$ cat src/core/thermal_params.svh
// Constants for the thermal monitor and analog mux controller
`ifndef THERMAL_PARAMS_SVH
`define THERMAL_PARAMS_SVH

// Clock rates and the derived low-frequency tick divider
`define MCLK_KHZ            40000
`define LFCLK_KHZ           100
`define LF_DIV              (`MCLK_KHZ / `LFCLK_KHZ)

// Debounce time (least time, rounded up to whole ticks)
`define DEBOUNCE_US         10
`define DEBOUNCE_TICKS      ((`DEBOUNCE_US * `LFCLK_KHZ + 999) / 1000)

// Sampling window 450 us and interval 3.0 ms (longest times, rounded down)
`define SAMPLE_WINDOW_US    450
`define SAMPLE_INTERVAL_US  3000
`define SAMPLE_WINDOW_TICKS ((`SAMPLE_WINDOW_US * `LFCLK_KHZ) / 1000)
`define SAMPLE_PERIOD_TICKS ((`SAMPLE_INTERVAL_US * `LFCLK_KHZ) / 1000)

// Register byte offsets
`define REG_CTRL            12'h000
`define REG_STATUS          12'h004
`define REG_MASK            12'h008
`define REG_SENSE           12'h00C

// Control register fields
`define CTRL_MON_EN         0
`define CTRL_MON_AON        1
`define CTRL_MUX_EN         2
`define CTRL_SEL_LSB        4
`define CTRL_SEL_MSB        8

// Sense register extra fields
`define SENSE_SHUTDOWN      6
`define SENSE_POWERED       7

// Event bit of the shutdown comparator in status and mask
`define EVT_SHUTDOWN        6

// Reset values
`define CTRL_MON_EN_RST     1'b1
`define CTRL_MON_AON_RST    1'b0
`define CTRL_MUX_EN_RST     1'b0
`define CTRL_SEL_RST        5'h00
`define MASK_RST            7'h7F

// Channel select codes
`define MUX_SEL_HIZ         5'h00
`define MUX_SEL_DIE_TEMP    5'h07

`endif

$ cat src/core/thermal_pkg.sv
// Types shared by the thermal monitor and analog mux controller
`default_nettype none
package thermal_pkg;
	typedef logic [5:0] thresh_vec_t;
	typedef logic [6:0] event_vec_t;
	typedef logic [4:0] mux_sel_t;
	typedef enum logic [1:0] {
		MON_OFF    = 2'b00,
		MON_ON     = 2'b01,
		MON_SAMPLE = 2'b10
	} monitor_mode_t;
endpackage
`default_nettype wire

$ cat src/core/comparator_debounce.sv
// Synchroniser and bidirectional debounce filter for one comparator
`default_nettype none
`include "thermal_params.svh"
module comparator_debounce (
	input  wire logic i_mclk,      // System clock
	input  wire logic i_reset_n,   // Async reset, active low
	input  wire logic i_tick,      // 100 kHz enable pulse
	input  wire logic i_sample_en, // Comparator powered and valid
	input  wire logic i_cmp_raw,   // Raw comparator output
	output logic      o_level      // Debounced level
);
	localparam logic [3:0] DB_TICKS = 4'(`DEBOUNCE_TICKS);

	logic       sync_a;
	logic       sync_b;
	logic [3:0] cnt;

	// Two-stage synchroniser, first stage read only by the second
	always_ff @(posedge i_mclk or negedge i_reset_n) begin
		if (!i_reset_n) begin
			sync_a <= 1'b0;
			sync_b <= 1'b0;
		end else begin
			sync_a <= i_cmp_raw;
			sync_b <= sync_a;
		end
	end

	// Any return to the held level restarts the count, so a glitch
	// shorter than the debounce time never reaches the output
	always_ff @(posedge i_mclk or negedge i_reset_n) begin
		if (!i_reset_n) begin
			cnt     <= 4'h0;
			o_level <= 1'b0;
		end else if (!i_sample_en || sync_b == o_level) begin
			cnt <= 4'h0;
		end else if (i_tick) begin
			if (cnt == DB_TICKS) begin
				o_level <= sync_b;
				cnt     <= 4'h0;
			end else begin
				cnt <= cnt + 4'h1;
			end
		end
	end

	property p_db_change;
		@(posedge i_mclk) disable iff (!i_reset_n)
		(o_level != $past(o_level)) |->
			$past(i_tick) && $past(i_sample_en) &&
			$past(cnt) == DB_TICKS;
	endproperty
	a_db_change: assert property (p_db_change)
		else $error("debounced level changed without full count");
endmodule // comparator_debounce
`default_nettype wire

$ cat src/core/thermal_monitor_analog_channel_mux_ctrl.sv
// Thermal monitor control, interrupts and analog mux over APB
//
// Contract
// - Six warning thresholds, each irq, sense, mask
// - Threshold crossing sets its interrupt bit
// - Sense releases only below hysteresis margin
// - Shutdown crossing holds off until cooled
// - Every comparator debounced both directions
// - Monitor enable cleared disables monitoring entirely
// - Run: always on, or 450us per 3ms
// - Standby: sampling only, needs monitor enable
// - Mux enable steals power-good pin
// - Select 0 high impedance, 7 die temperature
// - Mux enabled only in system On states
// - Logic and debounce timed by 100 kHz
// - Unmasked set interrupt bit drives pin low
`default_nettype none
`include "thermal_params.svh"
module thermal_monitor_analog_channel_mux_ctrl (
	input  wire logic                  i_mclk,          // 40 MHz clock
	input  wire logic                  i_reset_n,       // Async reset
	input  wire logic                  i_psel,          // APB select
	input  wire logic                  i_penable,       // APB enable
	input  wire logic                  i_pwrite,        // APB write
	input  wire logic [11:0]           i_paddr,         // APB address
	input  wire logic [31:0]           i_pwdata,        // APB wdata
	output logic      [31:0]           o_prdata,        // APB rdata
	output logic                       o_pready,        // APB ready
	output logic                       o_pslverr,       // APB error
	input  wire logic                  i_run_state,     // Run state
	input  wire logic                  i_standby_state, // Standby
	input  wire logic                  i_system_on,     // Any On state
	input  wire logic                  i_power_good,    // Normal pg level
	input  wire thermal_pkg::thresh_vec_t i_thresh_cmp, // Warn comps
	input  wire logic                  i_shutdown_cmp,  // Shutdown comp
	output logic                       o_monitor_power, // Sensor power
	output logic                       o_thermal_shutdown, // Shutdown
	output logic                       o_interrupt_out_n,  // IRQ pin
	output logic                       o_analog_mux_enable, // Mux on
	output logic                       o_die_temperature_channel, // Ch7
	output logic                       o_power_good_pin_out,  // Pin data
	output logic                       o_power_good_pin_oe_n  // Pin oe
);
	import thermal_pkg::*;

	localparam logic [8:0] LF_LAST   = 9'(`LF_DIV - 1);
	localparam logic [8:0] WIN_TICKS = 9'(`SAMPLE_WINDOW_TICKS);
	localparam logic [8:0] PER_LAST  = 9'(`SAMPLE_PERIOD_TICKS - 1);

	logic          lf_tick;
	logic [8:0]    lf_cnt;
	logic [8:0]    sample_cnt;
	monitor_mode_t mode;
	monitor_mode_t next_mode;
	logic          mon_enable;
	logic          mon_always_on;
	logic          mux_enable;
	mux_sel_t      mux_sel;
	event_vec_t    irq_mask;
	event_vec_t    irq_status;
	event_vec_t    level;
	event_vec_t    level_d;
	event_vec_t    evt;
	logic          wr_en;
	logic          mux_active;
	logic [31:0]   rd_value;
	logic          rd_hit;

	// Register decode, shared by the read path and the write strobes
	function automatic logic reg_is(input logic [11:0] a,
			input logic [11:0] off);
		reg_is = (a == off);
	endfunction

	// 100 kHz enable from the 40 MHz clock: all timers count this
	always_ff @(posedge i_mclk or negedge i_reset_n) begin
		if (!i_reset_n) begin
			lf_cnt  <= 9'h000;
			lf_tick <= 1'b0;
		end else if (lf_cnt == LF_LAST) begin
			lf_cnt  <= 9'h000;
			lf_tick <= 1'b1;
		end else begin
			lf_cnt  <= lf_cnt + 9'h001;
			lf_tick <= 1'b0;
		end
	end

	// Debounced comparators: six warnings then shutdown in bit six
	genvar gi;
	generate
		for (gi = 0; gi < 7; gi++) begin : g_db
			comparator_debounce u_db (
				.i_mclk      (i_mclk),
				.i_reset_n   (i_reset_n),
				.i_tick      (lf_tick),
				.i_sample_en (o_monitor_power),
				.i_cmp_raw   ((gi == 6) ? i_shutdown_cmp
					: i_thresh_cmp[gi % 6]),
				.o_level     (level[gi])
			);
		end
	endgenerate

	// Rising debounced level is a crossing event; shutdown tracks the
	// debounced trip comparator, whose hysteresis lives in the analog
	always_ff @(posedge i_mclk or negedge i_reset_n) begin
		if (!i_reset_n) begin
			level_d            <= 7'h00;
			o_thermal_shutdown <= 1'b0;
		end else begin
			level_d            <= level;
			o_thermal_shutdown <= level[`EVT_SHUTDOWN];
		end
	end
	assign evt = level & ~level_d;

	// Power mode; standby never gets always-on, shutdown keeps sampling
	// so that cooling can be seen while the rails are down
	always_comb begin
		if (!mon_enable) begin
			next_mode = MON_OFF;
		end else if (i_run_state && mon_always_on) begin
			next_mode = MON_ON;
		end else if (i_run_state || i_standby_state ||
				o_thermal_shutdown) begin
			next_mode = MON_SAMPLE;
		end else begin
			next_mode = MON_OFF;
		end
	end
	always_ff @(posedge i_mclk or negedge i_reset_n) begin
		if (!i_reset_n) begin
			mode <= MON_OFF;
		end else begin
			mode <= next_mode;
		end
	end

	// Sampling period counter, restarted whenever sampling stops
	always_ff @(posedge i_mclk or negedge i_reset_n) begin
		if (!i_reset_n) begin
			sample_cnt <= 9'h000;
		end else if (mode != MON_SAMPLE) begin
			sample_cnt <= 9'h000;
		end else if (lf_tick) begin
			if (sample_cnt == PER_LAST) begin
				sample_cnt <= 9'h000;
			end else begin
				sample_cnt <= sample_cnt + 9'h001;
			end
		end
	end

	// Sensor power: on in always-on mode, window at start of period
	always_ff @(posedge i_mclk or negedge i_reset_n) begin
		if (!i_reset_n) begin
			o_monitor_power <= 1'b0;
		end else begin
			case (mode)
				MON_ON:     o_monitor_power <= 1'b1;
				MON_SAMPLE: o_monitor_power <= (sample_cnt < WIN_TICKS);
				MON_OFF:    o_monitor_power <= 1'b0;
				default:    o_monitor_power <= 1'b0;
			endcase
		end
	end

	// APB: no wait state, answer registered in the setup cycle
	assign wr_en = i_psel && i_penable && o_pready && i_pwrite;
	always_comb begin
		rd_value = 32'h0000_0000;
		rd_hit   = 1'b1;
		if (reg_is(i_paddr, `REG_CTRL)) begin
			rd_value[`CTRL_MON_EN]  = mon_enable;
			rd_value[`CTRL_MON_AON] = mon_always_on;
			rd_value[`CTRL_MUX_EN]  = mux_enable;
			rd_value[`CTRL_SEL_MSB:`CTRL_SEL_LSB] = mux_sel;
		end else if (reg_is(i_paddr, `REG_STATUS)) begin
			rd_value[6:0] = irq_status;
		end else if (reg_is(i_paddr, `REG_MASK)) begin
			rd_value[6:0] = irq_mask;
		end else if (reg_is(i_paddr, `REG_SENSE)) begin
			rd_value[6:0] = level;
			rd_value[`SENSE_POWERED] = o_monitor_power;
		end else begin
			rd_hit = 1'b0;
		end
	end

	always_ff @(posedge i_mclk or negedge i_reset_n) begin
		if (!i_reset_n) begin
			o_pready  <= 1'b0;
			o_prdata  <= 32'h0000_0000;
			o_pslverr <= 1'b0;
		end else begin
			o_pready <= i_psel && !i_penable;
			if (i_psel && !i_penable) begin
				o_prdata  <= i_pwrite ? 32'h0000_0000 : rd_value;
				o_pslverr <= !rd_hit;
			end
		end
	end

	// Control register: steers monitor power and the pin mux
	always_ff @(posedge i_mclk or negedge i_reset_n) begin
		if (!i_reset_n) begin
			mon_enable    <= `CTRL_MON_EN_RST;
			mon_always_on <= `CTRL_MON_AON_RST;
			mux_enable    <= `CTRL_MUX_EN_RST;
			mux_sel       <= `CTRL_SEL_RST;
		end else if (wr_en && reg_is(i_paddr, `REG_CTRL)) begin
			mon_enable    <= i_pwdata[`CTRL_MON_EN];
			mon_always_on <= i_pwdata[`CTRL_MON_AON];
			mux_enable    <= i_pwdata[`CTRL_MUX_EN];
			mux_sel       <= i_pwdata[`CTRL_SEL_MSB:`CTRL_SEL_LSB];
		end
	end

	// Mask register, a one masks its event
	always_ff @(posedge i_mclk or negedge i_reset_n) begin
		if (!i_reset_n) begin
			irq_mask <= `MASK_RST;
		end else if (wr_en && reg_is(i_paddr, `REG_MASK)) begin
			irq_mask <= i_pwdata[6:0];
		end
	end

	// Sticky status, write one to clear; a new event beats the clear
	always_ff @(posedge i_mclk or negedge i_reset_n) begin
		if (!i_reset_n) begin
			irq_status <= 7'h00;
		end else if (wr_en && reg_is(i_paddr, `REG_STATUS)) begin
			irq_status <= (irq_status & ~i_pwdata[6:0]) | evt;
		end else begin
			irq_status <= irq_status | evt;
		end
	end

	// Interrupt pin low while any unmasked bit is set
	always_ff @(posedge i_mclk or negedge i_reset_n) begin
		if (!i_reset_n) begin
			o_interrupt_out_n <= 1'b1;
		end else begin
			o_interrupt_out_n <= ~|(irq_status & ~irq_mask);
		end
	end

	// Pin mux: reserved codes, like the Hi-Z code, leave the mux enabled with no channel output
	assign mux_active = mux_enable && i_system_on;

	always_ff @(posedge i_mclk or negedge i_reset_n) begin
		if (!i_reset_n) begin
			o_analog_mux_enable       <= 1'b0;
			o_die_temperature_channel <= 1'b0;
			o_power_good_pin_out      <= 1'b0;
			o_power_good_pin_oe_n     <= 1'b0;
		end else begin
			o_analog_mux_enable   <= mux_active;
			o_die_temperature_channel <= mux_active &&
				(mux_sel == `MUX_SEL_DIE_TEMP);
			o_power_good_pin_out  <= i_power_good;
			o_power_good_pin_oe_n <= mux_active;
		end
	end

	property p_irq_set;
		@(posedge i_mclk) disable iff (!i_reset_n)
		|evt |=> ((irq_status & $past(evt)) == $past(evt));
	endproperty
	a_irq_set: assert property (p_irq_set)
		else $error("crossing event did not set interrupt bit");
	property p_irq_hold;
		@(posedge i_mclk) disable iff (!i_reset_n)
		!(wr_en && reg_is(i_paddr, `REG_STATUS)) |=>
			((irq_status & $past(irq_status)) == $past(irq_status));
	endproperty
	a_irq_hold: assert property (p_irq_hold)
		else $error("interrupt bit lost without a clear");
	property p_int_pin;
		@(posedge i_mclk) disable iff (!i_reset_n)
		##1 (o_interrupt_out_n ==
			!(|($past(irq_status) & ~$past(irq_mask))));
	endproperty
	a_int_pin: assert property (p_int_pin)
		else $error("interrupt pin disagrees with unmasked status");
	property p_mon_off;
		@(posedge i_mclk) disable iff (!i_reset_n)
		(!mon_enable && !o_thermal_shutdown) |-> ##2 !o_monitor_power;
	endproperty
	a_mon_off: assert property (p_mon_off)
		else $error("monitor powered while disabled");
	property p_aon;
		@(posedge i_mclk) disable iff (!i_reset_n)
		(mon_enable && mon_always_on && i_run_state) |->
			##2 o_monitor_power;
	endproperty
	a_aon: assert property (p_aon)
		else $error("always-on run mode left monitor unpowered");
	property p_window;
		@(posedge i_mclk) disable iff (!i_reset_n)
		(mode == MON_SAMPLE && sample_cnt >= WIN_TICKS) |=>
			!o_monitor_power;
	endproperty
	a_window: assert property (p_window)
		else $error("monitor powered outside sampling window");
	property p_standby;
		@(posedge i_mclk) disable iff (!i_reset_n)
		(mode == MON_ON) |-> $past(i_run_state) && $past(mon_enable);
	endproperty
	a_standby: assert property (p_standby)
		else $error("always-on mode outside run state");
	property p_mux_off;
		@(posedge i_mclk) disable iff (!i_reset_n)
		!(mux_enable && i_system_on) |=>
			!o_power_good_pin_oe_n && !o_analog_mux_enable;
	endproperty
	a_mux_off: assert property (p_mux_off)
		else $error("pin not returned to power-good function");
	property p_temp_sel;
		@(posedge i_mclk) disable iff (!i_reset_n)
		o_die_temperature_channel |-> o_analog_mux_enable &&
			$past(mux_sel) == `MUX_SEL_DIE_TEMP && $past(i_system_on);
	endproperty
	a_temp_sel: assert property (p_temp_sel)
		else $error("temperature channel without its select code");
	property p_shutdown;
		@(posedge i_mclk) disable iff (!i_reset_n)
		$rose(level[`EVT_SHUTDOWN]) |=>
			o_thermal_shutdown && irq_status[`EVT_SHUTDOWN];
	endproperty
	a_shutdown: assert property (p_shutdown)
		else $error("shutdown crossing not acted on");
endmodule // thermal_monitor_analog_channel_mux_ctrl
`default_nettype wire

$ cat config.mk
export PLATFORM = sky130hd
export DESIGN_NAME = thermal_monitor_analog_channel_mux_ctrl
export DESIGN_NICKNAME = d
export VERILOG_FILES = /design/src/core/thermal_pkg.sv /design/src/core/comparator_debounce.sv /design/src/core/thermal_monitor_analog_channel_mux_ctrl.sv
export VERILOG_INCLUDE_DIRS = /design/src /design/src/core
export SDC_FILE = /design/constraint.sdc
export NUM_CORES = 1
export LEC_CHECK = 0
export ABC_AREA = 1
export BUFFER_PORTS_ARGS = -buffer_cell sky130_fd_sc_hd__buf_2
export CAP_MARGIN = 10
export CORE_ASPECT_RATIO = 0.6
export CORE_UTILIZATION = 51
export CTS_CLUSTER_SIZE = 14
export DETAILED_ROUTE_END_ITERATION = 8
export PLACE_DENSITY = 0.86
export SYNTH_ARGS = -nofsm -noshare
export SYNTH_HDL_FRONTEND = slang
export SYNTH_SLANG_ARGS = --single-unit
export TNS_END_PERCENT = 100
$ cat constraint.sdc
create_clock -name i_mclk -period 1.5 [get_ports i_mclk]
set_clock_uncertainty 0.2 [all_clocks]
set_input_delay 0.15 -clock i_mclk [delete_from_list [all_inputs] [get_ports i_mclk]]
set_output_delay 0.15 -clock i_mclk [all_outputs]
set_load 0.1 [all_outputs]
# ---- Word-level counts from Yosys, hierarchy flattened
# Index checks and enable logic that the tools add are counted.
dict set report totals {
  memories 0
  rom_bits 0
  ramBits 0
  input_bits 60
  output_inout_bits 41
  ff_bits 139
  latch_bits 0
  elab_cells 181
}
dict set report classes {
  n_addsub 9
  bitwise 15
  shift 0
  n_div 0
  mul 0
  reduce_logical 40
  eq_ne 23
  n_mux 45
  magnitude_cmp 1
}
# op n
set op_table {}
lappend op_table {{4-bit 2-to-1 mux} 22}
lappend op_table {{9-bit 2-to-1 mux} 5}
lappend op_table {{4-bit by 1-bit adder with 4-bit output, second input constant} 7}
lappend op_table {{4-bit by 1-bit == test with 1-bit output, second input constant} 7}
lappend op_table {{12-bit by 4-bit == test with 1-bit output, second input constant} 2}
lappend op_table {{7-bit AND} 3}
lappend op_table {{7-bit 2-to-1 mux} 3}
lappend op_table {{7-bit inverter} 3}
lappend op_table {{3-bit AND reduction} 7}
lappend op_table {{9-bit by 1-bit adder with 9-bit output, second input constant} 2}
lappend op_table {{9-bit == test, second input constant} 2}
lappend op_table {{2-bit nonzero test} 8}
lappend op_table {{7-bit OR} 2}
lappend op_table {{12-bit by 3-bit == test with 1-bit output, second input constant} 1}
lappend op_table {{12-bit zero test} 1}
lappend op_table {{1-bit logical AND} 10}
lappend op_table {{1-bit logical OR} 9}
lappend op_table {{9-bit by 6-bit < comparator with 1-bit output, second input constant} 1}
lappend op_table {{1-bit 2-to-1 mux} 9}
lappend op_table {{8-bit 2-to-1 mux} 1}
lappend op_table {{1-bit == test} 7}
lappend op_table {{1-bit inverter} 7}
lappend op_table {{7-bit OR reduction} 1}
lappend op_table {{2-bit 2-to-1 mux} 3}
lappend op_table {{7 further kinds} 10}

# ---- Depth between registers and ports, before layout
# Gate-level depths: netlist of the first run.
dict set report logic_depth {
  depth_word 6
  mapped_depth 11
}

# ---- Cells and area by module
# From an unflattened synthesis of the first run, not the netlist that was laid out.
dict set report hier_totals {
  cells_unflattened 678
  hier_area_um2 5589.1
}
# module area_per_inst_um2 instances seq_area_each_um2 cells_each
set by_module_without_submodules {}
lappend by_module_without_submodules {thermal_monitor_analog_channel_mux_ctrl 3350.7 1 1662.8 403}
lappend by_module_without_submodules {{comparator_debounce (g_db[1].u_db ...)} 312.8 6 175.2 38}
lappend by_module_without_submodules {{comparator_debounce (g_db[0].u_db)} 361.6 1 175.2 47}

# ---- Worst setup path after synthesis of the first run
# No wires, ideal clock.
dict set report synth_timing {
  kind {reg-to-reg}
  startpoint {register o_pready}
  endpoint {register mux_sel[2]}
  arrival_time_ps 1924
  required_time_ps 1183
  period_less_slack_ps 2241
  path_buffers 1
  path_slack_ps -741
  setup_ps 117
  path_stages_with_launch 7
  cell_sequence {dfrtp_1 nand4_1 inv_2 nand3_2 buf_6 nand2_1 o21ai_2}
}
dict set report synth_via {
  elab_chain_cells 3
}
# item line_no
set synth_rtl {}
lappend synth_rtl {{start: declaration} thermal_monitor_analog_channel_mux_ctrl.sv:28} ;# output logic o_pready,
lappend synth_rtl {{start signal: assignment} thermal_monitor_analog_channel_mux_ctrl.sv:197} ;# o_pready <= i_psel && !i_penable;
lappend synth_rtl {{1-bit logical AND (2 in series)} thermal_monitor_analog_channel_mux_ctrl.sv:170} ;# assign wr_en = i_psel && i_penable && o_pready && i_pwrite;
lappend synth_rtl {{1-bit logical AND} thermal_monitor_analog_channel_mux_ctrl.sv:212} ;# end else if (wr_en && reg_is(i_paddr, `REG_CTRL)) begin
lappend synth_rtl {{end signal: assignment} thermal_monitor_analog_channel_mux_ctrl.sv:211} ;# mux_sel <= `CTRL_SEL_RST;
lappend synth_rtl {{end signal: assignment} thermal_monitor_analog_channel_mux_ctrl.sv:216} ;# mux_sel <= i_pwdata[`CTRL_SEL_MSB:`CTRL_SEL_LSB];
lappend synth_rtl {{end: declaration} thermal_monitor_analog_channel_mux_ctrl.sv:58} ;# mux_sel_t mux_sel;
# No other way between the ends.
# A chain may end at the register's enable or synchronous reset.

# ---- Final worst setup path of the first run
dict set report layout_timing {
  startpoint {register mode[0]}
  endpoint {register sample_cnt[7]}
}
dict set report layout_via {
  elab_chain_cells 2
  elab_cells_between_ends 3
  cone_classes {eq/ne: 1; mux: 1; reduce/logical: 1}
}
# item line_no
set layout_rtl {}
lappend layout_rtl {{start: declaration} thermal_monitor_analog_channel_mux_ctrl.sv:53} ;# monitor_mode_t mode;
lappend layout_rtl {{start signal: assignment} thermal_monitor_analog_channel_mux_ctrl.sv:136} ;# mode <= next_mode;
lappend layout_rtl {{2-bit inequality test *} thermal_monitor_analog_channel_mux_ctrl.sv:144} ;# end else if (mode != MON_SAMPLE) begin
lappend layout_rtl {{9-bit 2-to-1 mux or 2-bit nonzero test (tied branches)} --}
lappend layout_rtl {{end signal: assignment} thermal_monitor_analog_channel_mux_ctrl.sv:150} ;# sample_cnt <= sample_cnt + 9'h001;
lappend layout_rtl {{end: declaration} thermal_monitor_analog_channel_mux_ctrl.sv:52} ;# logic [8:0] sample_cnt;
# Every way passes the cells marked *; elsewhere a longest branch is shown, timed or not.

==> results.yml, run 1 <==
critical_path:
  crit_slowest_cell: "dfrtp_1"
  timing.critical_path.mode_cell: "nand2_1"
  critPathBufInv: 3
  worst_path_largest_cell_delay_ns: 0.35
  crit_path_start_kind: "flip-flop"
  path_delay_family: "simple AND/OR/NAND/NOR gates"
  setup.worst_path.class: "flip-flop to flip-flop"
  ff2ff_setup_slack_ns: -0.15
  r2r-start: "mode[0]"
  crit_chain: "inv_1 -> ha_2 -> inv_2 -> nor2_4 -> inv_2 -> nand4_1 -> nor2_2 -> nand2_1 -> nand2_1 -> nand2_1 -> nor2_1"
  end_kind: "flip-flop"
  crit_fanout: 3
  cp.arrival_ns: 1.80
  setup.worst_path.start: "mode[0]"
  required_ns: 1.65
route:
  drt_iter0_markers: 517
  avgViaCountPerCell: 5.42
  wirelength_um: 15400
  vias: 5027
  final_antenna_net_count: 0
  drc_errors: 1
  post_drt_wl_per_cell_um: 16.6
  firstDrtPassIters: 7
sta:
  grt_setup_unrepaired: "yes"
  finalCritPeriodShare: 1.10
  setup_slack_ns: -0.150
  whs_ns: 0.00619
  hold_viol: 0
  fin_crit_ns: 1.65
  fmax_mhz: 606
  finalSetupViolCount: 13
  finalMaxSlewViolations: 0
placement:
  io_buffers: 54
  gp_congestion: 0.893
  dp_hpwl_um: 9430
  dp_cells: 850
power_and_ir_drop:
  power_w: 0.00813
  p_per_area_nw_per_um2: 1050
  vdd_drop_max_mv: 0.969
  power.leakage_nw: 3.77
clocking:
  cts_tree: "built"
  numCtsBuffers: 17
  clk_latency_ns: 0.42
  cts_buffer_depth: 2
  htreeDepth: 4
  path_clk_slew_ns: 0.05
  cts-root-buf: "clkbuf_16"
  cts.sinks: 115
synth:
  yosysSeqAreaShare: 0.510
  synth-main-ff-cell: "dfrtp_1"
  syn_area_per_cell_um2: 8.86
  synthCells: 639
  synth_xor_area_frac: 0.0155
  yosys.area_share.adder: 0.0354
  async_flop_share: 1.00
  muxShareOfSynthArea: 0.00707
  yosys_warnings: 0
  synth_top_family_by_area: "simple AND/OR/NAND/NOR gates"
  synth_seq_cells: 115
  synth-edff-count: 0
  synth_compound_area_frac: 0.0997
  syn_area_um2: 5660
  synthSimpleGateAreaFrac: 0.224
  synth.distinct_cells: 45
finish:
  nFillCells: 679
  drive_gt1_frac: 0.312
  fin_util: 0.724
  antenna_cells: 0
  final_nets: 852
  final_cell_mix: "nand2_1 (125), dfrtp_1 (101), inv_1 (86)"
  final_common_cell: "nand2_1"
  area_delta_synth_final_pct: 36.4
  fin_cells: 928
floorplan:
  design.die.area_um2: 11500
  die_width_um: 138
  start_util: 0.531
  fp-row-count: 29
  die_y_um: 83.6
  core_um2: 10700
  io_pins: 101
flow_run:
  maxCapViolCount: 0
grt:
  overflow: 0
  grt_max_degree: 31
  grt_pass1_wl_um: 22700
  antenna_found_initial: 0
  grt_pass1_vias: 4765
  grt_use_total: 0.254
min_path:
  holdCritPathClass: "primary input to asynchronous set/reset pin"
run_status:
  violations: "DRC, setup timing"
  status: "finished, violations left"
[routing by layer]
| metal | track usage | up-vias | wire length (um) |
|---|---|---|---|
| met1 | 0.323 | 2416 | 6210 |
| met3 | 0.0717 | 61 | 1200 |
| met4 | 0.120 | 0 | 514 |
| met2 | 0.403 | 259 | 7510 |
| li1 | - | 2291 | - |
| met5 | 0 | - | 0 |
[state kept, by name, summed over array words and instances (netlist names), 2 cells and up]
signal	cells
g_db.u_db.cnt	28
g_db.u_db.o_level	7
g_db.u_db.sync_a	7
g_db.u_db.sync_b	7
irq_mask	7
irq_status	7
level_d	7
lf_cnt	9
mode	2
mux_sel	5
o_prdata	9
sample_cnt	9
[what timing repair did]
item                       4_1_cts  5_1_grt
hold endpoints to repair       150        2
setup endpoints to repair       33       53
hold buffers                    23        1
pin swaps                        6       27
gates cloned                     0        1
resized for setup               35       51
buffers inserted                 9       14
[cell families (layout without fill, tap and decap cells)]
logic type      Yosys count  in the layout
simple gates            273            274
buf+inv                 126            253
flops                   115            115
compound gates           94             94
fa+ha+maj                16             16
xor+xnor                 10             10
mux                       4              4
other cells               1             23
[stage by stage]
step	TNS [ns]	worst slack [ns]	instance area (um2)
floorplan	-4.46	-0.272	5860
global placement	-0.651	-0.127	6380
detailed placement	-2.38	-0.157	6380
CTS	-0.378	-0.0654	7420
global route	-2.65	-0.235	7720
finish	-1.13	-0.150	7720
[layout make-up]
cell class	count	area, um2	share of cell area
clock buffers	23	488	0.0632
clock inverters	9	150	0.0195
inverters	94	353	0.0457
multi-input cells	421	2570	0.333
flip-flops and latches	115	2900	0.376
well taps	139	174	0.0225
repair buffers	127	1090	0.141
[report_power, final]
part | leakage [nW] | switching [W] | internal, W
logic | 1.98 | 0.000462 | 0.000130
clock network | 0.309 | 0.00145 | 0.00294
registers | 1.47 | 0.0000140 | 0.00313
[synthesized netlist by cell type, types with 2 or more instances]
master   instances  share of area
nor3_1          10         0.0088
buf_6            3         0.0060
nor2_1          57          0.038
o21ai_1         16          0.014
nand3_1         35          0.031
dfstp_2          9          0.042
nand2_2          7         0.0077
dfrtp_1        106           0.47
buf_2            2         0.0018
o22ai_1         11          0.012
a21oi_1          8         0.0071
a31oi_1          4         0.0044
o21ai_0         32          0.028
xor2_1           8          0.012
o21a_1           7         0.0093
nor3b_1          3         0.0040
ha_1            16          0.035
mux2i_1          4         0.0071
inv_1           92          0.061
nand2_1        134          0.089
and3_1           3         0.0033
nand4_1         11          0.012
o21ai_2         12          0.019
buf_4           25          0.033
nor2_8           3          0.011
xnor2_1          2         0.0031
[worst reg2reg max path, delay by kind of cell, from the launching register on]
family / cells / cell delay, ns
fa+ha+maj: 1 / 0.19
buf+inv: 3 / 0.20
flops: 1 / 0.35
simple gates: 7 / 0.65
[worst paths after layout]
kind	endpoint	cells past startpoint
max	sample_cnt[7]	11
min	lf_cnt[1]	2
max reg2reg	sample_cnt[7]	11
min reg2reg	g_db[3].u_db.sync_b	0
max in group asynchronous	o_interrupt_out_n	3
min in group i_mclk	o_prdata[7]	7
No activity file was read; power rests on OpenSTA's default activity.
==> run 2, diff against run 1 <==
--- a/config.mk
+++ b/config.mk
@@ -10,11 +10,12 @@
 export BUFFER_PORTS_ARGS = -buffer_cell sky130_fd_sc_hd__buf_2
 export CAP_MARGIN = 10
 export CORE_ASPECT_RATIO = 0.6
-export CORE_UTILIZATION = 51
+export CORE_UTILIZATION = 50
 export CTS_CLUSTER_SIZE = 14
 export DETAILED_ROUTE_END_ITERATION = 8
-export PLACE_DENSITY = 0.86
+export PLACE_DENSITY = 0.85
 export SYNTH_ARGS = -nofsm -noshare
 export SYNTH_HDL_FRONTEND = slang
+export SYNTH_HIERARCHICAL = 1
 export SYNTH_SLANG_ARGS = --single-unit
 export TNS_END_PERCENT = 100
==> results.yml, run 2 <==
floorplan:
  die_y_um: 83.9
  fp-row-count: 29
  core_um2: 10700
  design.die.area_um2: 11600
  io_pins: 101
  start_util: 0.522
  die_width_um: 138
finish:
  final_cell_mix: "nand2_1 (157), dfrtp_1 (102), nor2_1 (84)"
  final_nets: 872
  final_common_cell: "nand2_1"
  multiInputGateArea_um2: 2420
  nFillCells: 767
  design_area_um2: 7490
  area_delta_synth_final_pct: 34.0
  antenna_cells: 0
  drive_gt1_frac: 0.234
  regArea_um2: 2900
  largest_register_ffs: 28
  largest_register: "g_db.u_db/cnt"
sta:
  finalCritPeriodShare: 1.07
  whs_ns: 0.00627
  grt_setup_unrepaired: "yes"
  setup_slack_ns: -0.103
  hold_viol: 0
  finalMaxSlewViolations: 0
  finalSetupViolCount: 8
  fmax_mhz: 624
  fin_crit_ns: 1.60
critical_path:
  cp.arrival_ns: 1.69
  setup.worst_path.class: "flip-flop to flip-flop"
  r2r_end: "sample_cnt[2]"
  required_ns: 1.59
  r2r-start: "sample_cnt[5]"
  end_kind: "flip-flop"
  endpoint: "sample_cnt[2]"
  crit_fanout: 7
  crit_path_start_kind: "flip-flop"
  ff2ff_setup_slack_ns: -0.10
  setup.worst_path.start: "sample_cnt[5]"
  r2r_cells: 5
synth:
  syn_area_per_cell_um2: 8.24
  yosysTopAreaCellShare: 0.475
  synth-main-ff-cell: "dfrtp_1"
  async_flop_share: 1.00
  syn_area_um2: 5590
  synth_seq_cells: 115
  synth_top_cell_by_area: "dfrtp_1"
  synth_most_common_cell: "nand2_1"
  yosysSeqAreaShare: 0.517
  synth.distinct_cells: 34
  synth-edff-count: 0
  synthCells: 678
  synth_commonest_cells: "nand2_1 (160), dfrtp_1 (106), nor2_1 (92)"
  synth.area.top_cells: "dfrtp_1 (47%), nand2_1 (11%), nor2_1 (6.2%)"
  yosys_warnings: 6
clocking:
  clk_latency_ns: 0.41
  path_clk_slew_ns: 0.05
  cts-root-buf: "clkbuf_16"
  cts_buffer_depth: 2
  cts.sinks: 115
  numCtsBuffers: 17
  htreeDepth: 4
  cts_tree: "built"
grt:
  grt_max_degree: 81
  antenna_found_initial: 0
  overflow: 0
  grt_pass1_vias: 4421
  grt_use_total: 0.242
  grt_pass1_wl_um: 21700
power_and_ir_drop:
  p_per_area_nw_per_um2: 1140
  p_sw_w: 0.00193
  swShare: 0.225
  vdd_drop_max_mv: 0.829
  power.leakage_nw: 3.68
  p_comb_frac: 0.082
  pwr-share-clk: 0.549
  power_w: 0.00856
  seqPwrFrac: 0.370
  p_int_w: 0.00663
route:
  met3WireLength_um: 1300
  final_antenna_net_count: 0
  met1_length_um: 6100
  post_drt_wl_per_cell_um: 14.7
  avgViaCountPerCell: 5.25
  wl_met2_um: 6260
  routed.top_layer: "met4"
  drt_iter0_markers: 432
  wirelength_um: 14100
  firstDrtPassIters: 9
  drc_errors: 16
  vias: 5031
placement:
  dp_hpwl_um: 8420
  post_dp_cell_area_um2: 6220
  io_buffers: 54
  gp_congestion: 0.873
flow_run:
  maxCapViolCount: 0
min_path:
  hp-start: "i_pwrite"
  holdCritPathClass: "primary input to flip-flop"
run_status:
  violations: "DRC, setup timing"
  status: "finished, violations left"
## run 2: changes by cell type in the layout (fill, tap and decap cells not counted), moves of 7 or more
| cell | previous run | this run |
|---|---|---|
| nand2_1 | 125 | 157 |
| o21ai_2 | 20 | 2 |
| o21a_1 | 7 | 0 |
| ha_1 | 13 | 3 |
| o21ai_1 | 26 | 10 |
| nor2_1 | 37 | 84 |
| nand2_2 | 16 | 9 |
| buf_4 | 53 | 44 |
| o21ai_0 | 13 | 34 |
| nand3_1 | 25 | 51 |
| inv_1 | 86 | 79 |
## run 2: metal layers
layer | vias up | track usage
met5 | - | 0
met1 | 2323 | 0.342
met2 | 274 | 0.340
met4 | 0 | 0.118
li1 | 2389 | -
met3 | 45 | 0.0700
## run 2: logic make-up after synthesis
group,share of synthesized area
buffers and inverters,0.0965
adder cells (fa/ha/maj),0.0134
other,0.000671
XOR/XNOR,0.0188
AO/OA/AOI/OAI,0.0640
AND/OR/NAND/NOR,0.290
flip-flops,0.517
## run 2: repair_timing
action	4_1_cts	5_1_grt
gates cloned	0	3
buffers inserted	4	7
pin swaps	10	15
endpoints found under the setup margin	23	39
gates resized for setup	22	32
hold endpoints to repair	151	0
hold buffers	24	0
## run 2: layout make-up
type                            instances  area share
Sequential cell                       115       0.387
Multi-Input combinational cell        473       0.323
Timing Repair Buffer                  116       0.133
Clock buffer                           23      0.0611
Inverter                               83      0.0419
Clock inverter                          9      0.0302
Tap cell                              139      0.0232
## run 2: through the flow
step	setup WS (ns)	TNS (ns)	util	std cells
4_1_cts	-0.0682	-0.355	0.676	948
5_1_grt	-0.181	-1.54	0.700	958
6_report	-0.103	-0.731	0.700	958
3_5_place_dp	-0.111	-0.680	0.581	888
2_1_floorplan	-0.0474	-0.277	-	700
3_3_place_gp	-0.0505	-0.263	0.581	888
## run 2: how the worst min path moves through the flow
stage	cells after the start	slack (ns)	end
4_1_cts	5	0.02	o_prdata[7]
5_1_grt	5	0.003	o_prdata[7]
2_1_floorplan	0	-0.35	g_db[0].u_db/cnt[0]
6_report	5	0.006	o_prdata[7]
3_5_place_dp	2	0.02	g_db[5].u_db/cnt[0]
3_3_place_gp	2	0.01	g_db[5].u_db/cnt[1]
## run 2: critical path: stages, from the launching register on
cell,delay (ns)
dfrtp_1,0.46
nand2_1,0.12
nor3_2,0.16
nand4_1,0.18
o21ai_4,0.29
nor2_1,0.07
## run 2: power by group through the flow
stage / registers [W] / logic (W) / clock network [W]
detailed placement: 0.00322 / 0.000604 / 0
global placement: 0.00322 / 0.000597 / 0
global route: 0.00317 / 0.000740 / 0.00491
floorplan: 0.00326 / 0.000414 / 0
finish: 0.00316 / 0.000700 / 0.00470
CTS: 0.00316 / 0.000677 / 0.00475
